--- src/rtl/port9_pkg.sv ---
// constants, register map and access types for the port 9 pin-function select
package port9_pkg;
	localparam int          PIN_COUNT      = 9;
	// register byte addresses (low 12 bits of the cpu address)
	localparam logic [11:0] PMC_WORD_ADDR  = 12'h0452;
	localparam logic [11:0] PMC_LOW_ADDR   = 12'h0452;
	localparam logic [11:0] PMC_HIGH_ADDR  = 12'h0453;
	localparam logic [11:0] OD_ADDR        = 12'h047A;
	// implemented bits and reset values
	localparam logic [15:0] PMC_IMPL_MASK  = 16'hE3C3;
	localparam logic [15:0] PMC_RESET      = 16'h0000;
	localparam logic [7:0]  OD_IMPL_MASK   = 8'h03;
	localparam logic [7:0]  OD_RESET       = 8'h00;
	// pin index -> mode register bit: pins 0,1,6,7,8,9,13,14,15
	localparam int          PIN_REG_BIT [PIN_COUNT] = '{0, 1, 6, 7, 8, 9, 13, 14, 15};
	// pins whose peripheral input stays connected in port mode (key return, timer in)
	localparam logic [8:0]  ALWAYS_IN_MASK = 9'h007;
	// pin indices of pins 8 and 9, the only ones with an output-type bit
	localparam int          OD_PIN_LO      = 4;
	localparam int          OD_PIN_HI      = 5;

	typedef enum logic [1:0] {
		ACC_WORD = 2'h0,
		ACC_BYTE = 2'h1,
		ACC_BIT  = 2'h2
	} acc_size_t;
endpackage

--- src/rtl/pin_mux_if.sv ---
// per-pin control and data carried between the register block and the mux
`timescale 1ns/10ps
interface pin_mux_if;
	logic [8:0] mode;
	logic [8:0] od;
	logic [8:0] port_out;
	logic [8:0] port_oe;
	logic [8:0] alt_out;
	logic [8:0] alt_oe;
	logic [8:0] pad_in;
	logic [8:0] pad_out;
	logic [8:0] pad_oe;
	logic [8:0] alt_in;
	logic [8:0] port_in;

	modport ctrl (
		output mode, od, port_out, port_oe, alt_out, alt_oe, pad_in,
		input  pad_out, pad_oe, alt_in, port_in
	);
	modport mux (
		input  mode, od, port_out, port_oe, alt_out, alt_oe, pad_in,
		output pad_out, pad_oe, alt_in, port_in
	);
endinterface

--- src/rtl/pin_mux_cell.sv ---
// combinational per-pin routing between port logic, peripherals and pad
`timescale 1ns/10ps
module pin_mux_cell
	import port9_pkg::*;
(
	pin_mux_if.mux m
);
	genvar i;
	generate
		for (i = 0; i < PIN_COUNT; i++) begin : g_pin
			logic src_out;
			logic src_oe;
			assign src_out      = m.mode[i] ? m.alt_out[i] : m.port_out[i];
			assign src_oe       = m.mode[i] ? m.alt_oe[i]  : m.port_oe[i];
			// open drain: only a low is driven, a high releases the pin
			assign m.pad_out[i] = m.od[i] ? 1'b0 : src_out;
			assign m.pad_oe[i]  = m.od[i] ? (src_oe & ~src_out) : src_oe;
			// peripherals see a quiet low unless routed or set in ALWAYS_IN_MASK, so a stray pin level cannot fire them
			assign m.alt_in[i]  = (m.mode[i] | ALWAYS_IN_MASK[i]) & m.pad_in[i];
			assign m.port_in[i] = m.pad_in[i];
		end
	endgenerate
endmodule

--- src/rtl/port9_pin_function_select.sv ---
// port 9 pin-function select: mode and open-drain registers plus pad routing
//
// What this block does
// - mode bit 0 keeps pin as port; 1 routes its alternate peripheral function.
// - mode register is a 16-bit word; unimplemented bits read zero.
// - byte/bit access to mode bits 8-15 goes through the high-byte register.
// - low and high mode bytes accessible separately by byte and bit accesses.
// - output-type bit on pins 8 and 9: 0 push-pull, 1 open drain.
`timescale 1ns/10ps
module port9_pin_function_select
	import port9_pkg::*;
(
	// clock and reset
	input  wire logic       ref_clk,
	input  wire logic       sys_rst,
	// cpu register access
	input  wire logic [11:0] reg_addr,
	input  wire logic        reg_wr,
	input  wire logic        reg_rd,
	input  wire acc_size_t   reg_size,
	input  wire logic [2:0]  reg_bit,
	input  wire logic [15:0] reg_wdata,
	output logic      [15:0] reg_rdata,
	output logic             reg_rvalid,
	// general port logic, pin index order 0,1,6,7,8,9,13,14,15
	input  wire logic [8:0]  port_out,
	input  wire logic [8:0]  port_oe,
	output logic      [8:0]  port_in,
	// peripheral side: async_tx, async_rx, timer_out, serial_in, serial_out,
	// serial_clock_io, ext_irq_in_a, ext_irq_in_b, ext_irq_in_c
	input  wire logic [8:0]  alt_out,
	input  wire logic [8:0]  alt_oe,
	output logic      [8:0]  alt_in,
	// pads
	input  wire logic [8:0]  pad_in,
	output logic      [8:0]  pad_out,
	output logic      [8:0]  pad_oe
);
	logic [15:0] pin_function_mode_reg_q;
	logic [15:0] pin_function_mode_reg_d;
	logic [7:0]  open_drain_select_reg_q;
	logic [7:0]  open_drain_select_reg_d;
	logic [15:0] rdata_q;
	logic [15:0] rdata_d;
	logic        rvalid_q;
	logic        rvalid_d;
	logic [15:0] wmask;
	logic [15:0] wval;
	logic [15:0] hmask;
	logic [15:0] hval;
	logic [15:0] mode_low_new;
	logic [15:0] mode_high_new;
	logic [7:0]  od_new;
	logic        is_word;
	logic        hit_word;
	logic        hit_low;
	logic        hit_high;
	logic        hit_od;

	logic [8:0]  sync_a_q;
	logic [8:0]  sync_b_q;
	logic [8:0]  pad_out_q;
	logic [8:0]  pad_oe_q;
	logic [8:0]  alt_in_q;
	logic [8:0]  port_in_q;
	logic [8:0]  sync_a_d;
	logic [8:0]  sync_b_d;
	logic [8:0]  pad_out_d;
	logic [8:0]  pad_oe_d;
	logic [8:0]  alt_in_d;
	logic [8:0]  port_in_d;

	pin_mux_if mux_bus ();

	// register writes and reads
	always_comb begin
		pin_function_mode_reg_d = pin_function_mode_reg_q;
		open_drain_select_reg_d = open_drain_select_reg_q;
		rdata_d  = 16'h0000;
		rvalid_d = reg_rd;
		wmask    = 16'h0000;
		wval     = 16'h0000;
		// the high byte and the open-drain register refuse whole-word accesses
		is_word  = (reg_size == ACC_WORD);
		hit_word = (reg_addr == PMC_WORD_ADDR) && is_word;
		hit_low  = (reg_addr == PMC_LOW_ADDR);
		hit_high = (reg_addr == PMC_HIGH_ADDR) && !is_word;
		hit_od   = (reg_addr == OD_ADDR) && !is_word;
		unique case (reg_size)
			ACC_WORD: begin
				wmask = 16'hFFFF;
				wval  = reg_wdata;
			end
			ACC_BYTE: begin
				wmask = 16'h00FF;
				wval  = {8'h00, reg_wdata[7:0]};
			end
			ACC_BIT: begin
				wmask = 16'h0001 << reg_bit;
				wval  = {16{reg_wdata[0]}};
			end
			default: begin
				wmask = 16'h0000;
				wval  = 16'h0000;
			end
		endcase
		// high-byte accesses reuse the low-byte byte and bit masks moved up by eight bits
		hmask = wmask << 8;
		hval  = wval << 8;
		// merges are formed for every access; only an address hit commits one
		mode_low_new  = (pin_function_mode_reg_q & ~wmask) | (wval & wmask);
		mode_high_new = (pin_function_mode_reg_q & ~hmask) | (hval & hmask);
		od_new        = (open_drain_select_reg_q & ~wmask[7:0]) | (wval[7:0] & wmask[7:0]);
		if (reg_wr) begin
			if (hit_low) begin
				pin_function_mode_reg_d = mode_low_new & PMC_IMPL_MASK;
			end else if (hit_high) begin
				pin_function_mode_reg_d = mode_high_new & PMC_IMPL_MASK;
			end else if (hit_od) begin
				open_drain_select_reg_d = od_new & OD_IMPL_MASK;
			end
		end
		if (reg_rd) begin
			if (hit_word) begin
				rdata_d = pin_function_mode_reg_q;
			end else if (hit_low) begin
				rdata_d = {8'h00, pin_function_mode_reg_q[7:0]};
			end else if (hit_high) begin
				rdata_d = {8'h00, pin_function_mode_reg_q[15:8]};
			end else if (hit_od) begin
				rdata_d = {8'h00, open_drain_select_reg_q};
			end
		end
	end

	always_ff @(posedge ref_clk) begin
		if (sys_rst) begin
			pin_function_mode_reg_q <= PMC_RESET;
			open_drain_select_reg_q <= OD_RESET;
			rdata_q                 <= 16'h0000;
			rvalid_q                <= 1'b0;
		end else begin
			pin_function_mode_reg_q <= pin_function_mode_reg_d;
			open_drain_select_reg_q <= open_drain_select_reg_d;
			rdata_q                 <= rdata_d;
			rvalid_q                <= rvalid_d;
		end
	end

	// spread register bits onto the pin index order
	genvar p;
	generate
		for (p = 0; p < PIN_COUNT; p++) begin : g_mode
			assign mux_bus.mode[p] = pin_function_mode_reg_q[PIN_REG_BIT[p]];
			if (p == OD_PIN_LO) begin : g_od_lo
				assign mux_bus.od[p] = open_drain_select_reg_q[0];
			end else if (p == OD_PIN_HI) begin : g_od_hi
				assign mux_bus.od[p] = open_drain_select_reg_q[1];
			end else begin : g_od_none
				assign mux_bus.od[p] = 1'b0;
			end
		end
	endgenerate

	assign mux_bus.port_out = port_out;
	assign mux_bus.port_oe  = port_oe;
	assign mux_bus.alt_out  = alt_out;
	assign mux_bus.alt_oe   = alt_oe;
	// only the second sync stage feeds logic
	assign mux_bus.pad_in   = sync_b_q;

	pin_mux_cell u_mux (
		.m (mux_bus.mux)
	);

	// two-stage pad synchroniser; nothing but the second stage reads the first
	always_comb begin
		sync_a_d = pad_in;
		sync_b_d = sync_a_q;
	end

	always_ff @(posedge ref_clk) begin
		if (sys_rst) begin
			sync_a_q <= 9'h000;
			sync_b_q <= 9'h000;
		end else begin
			sync_a_q <= sync_a_d;
			sync_b_q <= sync_b_d;
		end
	end

	// registered outputs; costs one cycle of latency on every path
	always_comb begin
		pad_out_d = mux_bus.pad_out;
		pad_oe_d  = mux_bus.pad_oe;
		alt_in_d  = mux_bus.alt_in;
		port_in_d = mux_bus.port_in;
	end

	always_ff @(posedge ref_clk) begin
		if (sys_rst) begin
			pad_out_q <= 9'h000;
			pad_oe_q  <= 9'h000;
			alt_in_q  <= 9'h000;
			port_in_q <= 9'h000;
		end else begin
			pad_out_q <= pad_out_d;
			pad_oe_q  <= pad_oe_d;
			alt_in_q  <= alt_in_d;
			port_in_q <= port_in_d;
		end
	end

	assign reg_rdata  = rdata_q;
	assign reg_rvalid = rvalid_q;
	assign pad_out    = pad_out_q;
	assign pad_oe     = pad_oe_q;
	assign alt_in     = alt_in_q;
	assign port_in    = port_in_q;
endmodule

--- config.mk ---
export PLATFORM = sky130hd
export DESIGN_NAME = port9_pin_function_select
export DESIGN_NICKNAME = d
export VERILOG_FILES = /design/src/rtl/port9_pkg.sv /design/src/rtl/pin_mux_if.sv /design/src/rtl/pin_mux_cell.sv /design/src/rtl/port9_pin_function_select.sv
export SDC_FILE = /design/constraint.sdc
export NUM_CORES = 1
export LEC_CHECK = 0
export BUFFER_PORTS_ARGS = -buffer_cell sky130_fd_sc_hd__buf_2
export CAP_MARGIN = 10
export CORE_MARGIN = 2
export CORE_UTILIZATION = 46
export CTS_CLUSTER_DIAMETER = 200
export CTS_CLUSTER_SIZE = 30
export DETAILED_ROUTE_END_ITERATION = 16
export PLACE_DENSITY = 0.82
export REMOVE_ABC_BUFFERS = 1
export SKIP_LAST_GASP = 1
export SYNTH_ARGS = -nofsm -noshare
export SYNTH_HDL_FRONTEND = slang
export SYNTH_SLANG_ARGS = --single-unit
--- constraint.sdc ---
create_clock -name ref_clk -period 1.75 [get_ports ref_clk]
set_input_delay 0.0875 -clock ref_clk [delete_from_list [all_inputs] [get_ports ref_clk]]
set_output_delay 0.0875 -clock ref_clk [all_outputs]
set_load 0.01 [all_outputs]
==> impl_metrics.tcl, run 1 <==
set metrics [dict create \
    cts_sinks 73 \
    status "finished, final reports clean" \
    endpoint_kind "register" \
    core_um2 5921 \
    grt_pass1_vias 2318 \
    rows 28 \
    first_iter_violations 55 \
    netlist_instances 269 \
    clock-root-buffer "clkbuf_8" \
    portBuffers 122 \
    num-nets-final 505 \
    async_flop_share 0 \
    ys_seq_area_frac 0.5175 \
    grt_max_degree 58 \
    die_w_um 82.35 \
    io_pins 135 \
    place_hpwl_um 4413 \
    fin_worst_skew_ns 0.009626 \
    drc 0 \
    finalSetupTns_ns 0 \
    via_count 2463 \
    routed_via_density 4.897 \
    fin_crit_ns 1.477 \
    syn_avg_cell_area_um2 10.50 \
    tritoncts "done" \
    synth_top_area_frac 0.5175 \
    start_kind "register" \
    required_ns 1.97 \
    placedInstanceArea_um2 3428 \
    grtUsageTotal 0.2026 \
    fmax_mhz 677.0 \
    yosys_warnings 0 \
    fin_crit_sh 0.8441 \
    cts.path.max_buffers 2 \
    worstSetupPathType "reg2reg" \
    arrival_ns 1.70 \
    synth.area.top_cells "dfxtp_1 52%, mux2i_1 7.1%, nor2b_1 6.6%" \
    hold_viol 0 \
    drive_gt1_frac 0.3668 \
    overflow 0 \
    drtAntennaViolNets 0 \
    synth_flop_cell "dfxtp_1" \
    yosysTopAreaCell "dfxtp_1" \
    final_area_um2 3976 \
    wirelength_um 6699 \
    post_cts_buffers 0 \
    synth-seq-cells 73 \
    first_pass_iters 4 \
    ys_types 53 \
    drv_slew 0 \
    htreeDepth 3 \
    post-synth-top-count-cell "dfxtp_1" \
    ir_drop_v 0.0006832 \
    synth_common_cells "73 x dfxtp_1, 30 x nor2b_1, 26 x nor2_1" \
    start_util 0.4770 \
    cap_violations 0 \
    p_per_area_nw_per_um2 880.5 \
    leakage_nw 1.838 \
    synth-edff-count 0 \
    n_antenna_cell 0 \
    cts_made_buffers 9 \
    post_drt_wl_per_cell_um 13.32 \
    clkTransAtPathRegs_ns 0.08 \
    path_max_fanout 7 \
    final-setup-viol-count 0 \
    die_h_um 82.35 \
    area_delta_synth_final_pct 40.81 \
    worstHoldPathType "in2reg" \
    synth_area_um2 2824 \
    grt_first_pass_wirelength_um 10340 \
    rsz0062_at_grt "false" \
    gp_congestion 0.8749 \
    clk_latency_ns 0.33 \
    finalPower_mw 3.501 \
    cts_resized 0 \
    die_area_um2 6782 \
    antenna_found_initial 0 \
]
## worst paths after layout
| path | cells after the start | endpoint | startpoint | slack (ns) |
|---|---|---|---|---|
| worst max-delay path | 3 | pad_oe[7] | register | 0.27 |
| worst min-delay path | 3 | pad_oe[1] | alt_oe[1] | 0.009 |
| worst min register to register | 1 | alt_in[0] | mux_bus.pad_in[0] | 0.44 |
| worst max register to register | 3 | pad_oe[7] | register | 0.27 |
## worst max-delay path, stage by stage, from the launching register on
cell	delay, ns
dfxtp_1	0.50
mux2i_1	0.24
dlygate4sd3_1	0.58
nor2_1	0.04
## cell type report
| class | instances | area [um2] |
|---|---|---|
| fillers | 459 | 1944 |
| flip-flops and latches | 73 | 1461 |
| multi-input cells | 177 | 1212 |
| repair buffers | 158 | 975.9 |
| clock buffers | 10 | 127.6 |
| well taps | 75 | 93.84 |
| clock inverters | 6 | 90.09 |
| inverters | 4 | 15.01 |
## layout by cell type, fill, tap and decap left out, types with 2 or more instances in the layout
cell / instances
and3_1: 2
buf_2: 122
a21bo_2: 2
a311oi_1: 2
a22oi_1: 4
nor2b_1: 30
nand3b_1: 5
mux2i_1: 20
a21o_1: 2
inv_1: 4
nand2_1: 12
dfxtp_1: 73
o22ai_1: 3
dlygate4sd3_1: 33
nor2_1: 26
and2_1: 11
nor3_1: 8
inv_6: 2
nand3_1: 2
nand2b_1: 3
a21oi_1: 4
conb_1: 6
o21a_1: 2
bufinv_16: 2
o21ai_0: 5
buf_4: 2
clkbuf_8: 9
## flip-flops by register name, indices dropped and copies added, names as in the netlist, 4 cells and up, named ones only
register	flops
sync_a_q	9
alt_in	9
pin_function_mode_reg_q	4
pad_out	9
mux_bus.pad_in	9
port_in	6
pad_oe	9
reg_rdata	10
## per-layer routing
| layer | track usage | routed length (um) | part of all wire |
|---|---|---|---|
| met4 | 0.08167 | 78 | 0.012 |
| met2 | 0.3444 | 3395 | 0.51 |
| met5 | 0 | 0 | 0 |
| met3 | 0.05652 | 444 | 0.066 |
| met1 | 0.2404 | 2782 | 0.42 |
## metrics by stage
step	cells	hold WS [ns]	utilization	setup WS [ns]
CTS	503	0.0004257	0.6716	0.3435
global placement	454	0.2971	0.5790	0.1307
global route	503	0.001024	0.6716	0.2100
detailed placement	454	0.3009	0.5790	0.08584
finish	503	0.009040	0.6716	0.2728
floorplan	254	0.1566	-	0.3434
## power breakdown
part | internal (mW) | switching (mW)
sequential | 1.71 | 0.00917
combinational | 0.186 | 0.162
clock | 0.812 | 0.625
## logic make-up (layout without fill, tap and decap cells)
family                 after synthesis  in the layout  share of synthesized area
other                                1              6                   0.001328
muxes                               21             21                    0.07488
AOI/OAI and AO/OA                   33             33                    0.08684
buffers and inverters               24            178                    0.05981
and+or+nand+nor                    117            117                     0.2596
DFF                                 73             73                     0.5175
## repair_timing
item | in CTS | in global routing
endpoints found under the setup margin | 0 | 0
hold buffers | 33 | 0
endpoints found under the hold margin | 22 | 0
No activity file was read; power rests on OpenSTA's default activity.
==> run 2: changes to the inputs <==
- clock period: 1.75 -> 1.55 ns (I/O delays scaled with it)
==> run 2 against run 1 <==
Clock-buffer cell count is the same. Setup slack lost 0.17 ns. Clock power grew 12%. Critical path depth is the same. Flip-flop and latch count is the same. Register-to-register slack lost 0.17 ns. Die area is the same. Design area grew 2.5%. Worst hold slack gained 0.0099 ns. Sequential share of layout area shrank 0.90 points. Fmax grew 2.2%. Non-clock buffer count grew 12.
==> impl_metrics.tcl, run 2 (synthesis gave the netlist of run 1 again) <==
set metrics [dict create \
    status "finished, final reports clean" \
    p_int_mw 3.064 \
    final_area_um2 4076 \
    grtUsageTotal 0.2084 \
    clk_latency_ns 0.34 \
    largest_reg_flops 10 \
    gp_congestion 0.8920 \
    final_common_cell "buf_2" \
    arrival_ns 1.67 \
    die_area_um2 6782 \
    die_w_um 82.35 \
    die_h_um 82.35 \
    hold_viol 0 \
    required_ns 1.77 \
    endpoint_kind "register" \
    grt_max_degree 58 \
    worstSetupPathType "reg2reg" \
    start_kind "register" \
    fin_worst_skew_ns 0.01120 \
    cts_made_buffers 9 \
    fin_crit_ns 1.445 \
    wirelength_um 6871 \
    overflow 0 \
    clkTransAtPathRegs_ns 0.08 \
    met2_wirelength_um 3479 \
    drv_slew 0 \
    start_util 0.4770 \
    fmax_mhz 692.0 \
    leakage_nw 1.896 \
    post_drt_wl_per_cell_um 13.34 \
    final-setup-viol-count 0 \
    p_per_area_nw_per_um2 971.5 \
    holdBufCountCts 37 \
    grt_pass1_vias 2338 \
    finalPower_mw 3.960 \
    power.share.switching 0.2264 \
    cts_sinks 73 \
    topRoutingLayerUsed "met4" \
    r2r-end "pad_oe[7]" \
    htreeDepth 3 \
    io_pins 135 \
    drc 0 \
    reg2reg_depth 3 \
    area_delta_synth_final_pct 44.35 \
    routed_via_density 4.767 \
    mostFrequentLayoutCells "122 x buf_2, 73 x dfxtp_1, 37 x dlygate4sd3_1" \
    ir_drop_v 0.0006652 \
    core_um2 5921 \
    holdCritStartpoint "reg_wdata[9]" \
    num-nets-final 517 \
    path_max_fanout 7 \
    placedInstanceArea_um2 3488 \
    cts.path.max_buffers 2 \
    sequentialPowerShare 0.490 \
    rsz0062_at_grt "false" \
    drive_gt1_frac 0.3750 \
    met1Wirelength_um 2860 \
    switchingPower_mw 0.8964 \
    first_pass_iters 4 \
    via_count 2455 \
    fill_cells 483 \
    worstHoldPathType "in2reg" \
    tritoncts "done" \
    r2r_slack_ns 0.10 \
    place_hpwl_um 4491 \
    first_iter_violations 67 \
    drtAntennaViolNets 0 \
    whs_path_depth 3 \
    post_cts_buffers 0 \
    rows 28 \
    combPwrFrac 0.103 \
    antenna_found_initial 0 \
    n_antenna_cell 0 \
    cts_resized 0 \
    fin_crit_sh 0.9324 \
    clkPwrFrac 0.408 \
    finalSetupTns_ns 0 \
    cap_violations 0 \
    grt_first_pass_wirelength_um 10480 \
    met3_length_um 428 \
    portBuffers 122 \
    clock-root-buffer "clkbuf_8" \
]
## run 2: cell count changes in the layout (fill, tap and decap cells not counted), sizes merged
cell and delta:
dlygate4sd3 +4, buf +8
## run 2: worst max-delay path by stage
stage | start | end | slack [ns]
after floorplan | reg_addr[9] | register | 0.15
after global placement | reg_addr[9] | register | 0.04
after detailed placement | reg_addr[9] | register | 0.0001
after CTS | register | pad_oe[7] | 0.14
after global routing | register | pad_oe[6] | 0.05
final | register | pad_oe[7] | 0.10
## run 2: power groups by stage
stage	clock network, mW	logic [mW]	registers, mW
6_report	1.61	0.407	1.94
5_1_grt	1.73	0.446	1.94
4_1_cts	1.65	0.398	1.94
3_5_place_dp	0	0.326	1.98
3_3_place_gp	0	0.320	1.98
2_1_floorplan	0	0.104	2.00
## run 2: final cells by class
class	count	area [um2]	share of cell area
flip-flops and latches	73	1461	0.3585
multi-input cells	177	1212	0.2974
repair buffers	170	1076	0.2640
clock buffers	10	127.6	0.03131
well taps	75	93.84	0.02302
clock inverters	6	90.09	0.02210
inverters	4	15.01	0.003683
## run 2: worst max-delay path: stages, from the launching register on
cell,delay [ns]
dfxtp_1,0.48
mux2i_1,0.24
dlygate4sd3_1,0.58
nor2_1,0.04
## run 2: through the flow
step	util	hold WS, ns	worst slack [ns]	std cells
global placement	0.5892	0.2864	0.03823	462
detailed placement	0.5892	0.2939	0.0001162	462
floorplan	-	0.1466	0.1534	254
CTS	0.6885	0.003711	0.1418	515
finish	0.6885	0.01890	0.1048	515
global route	0.6885	0.01399	0.04702	515
## run 2: layer usage
layer,global-route usage,vias to the layer above
li1,-,1239
met1,0.2430,1106
met2,0.3589,98
met3,0.06087,12
met4,0.08167,0
met5,0,-
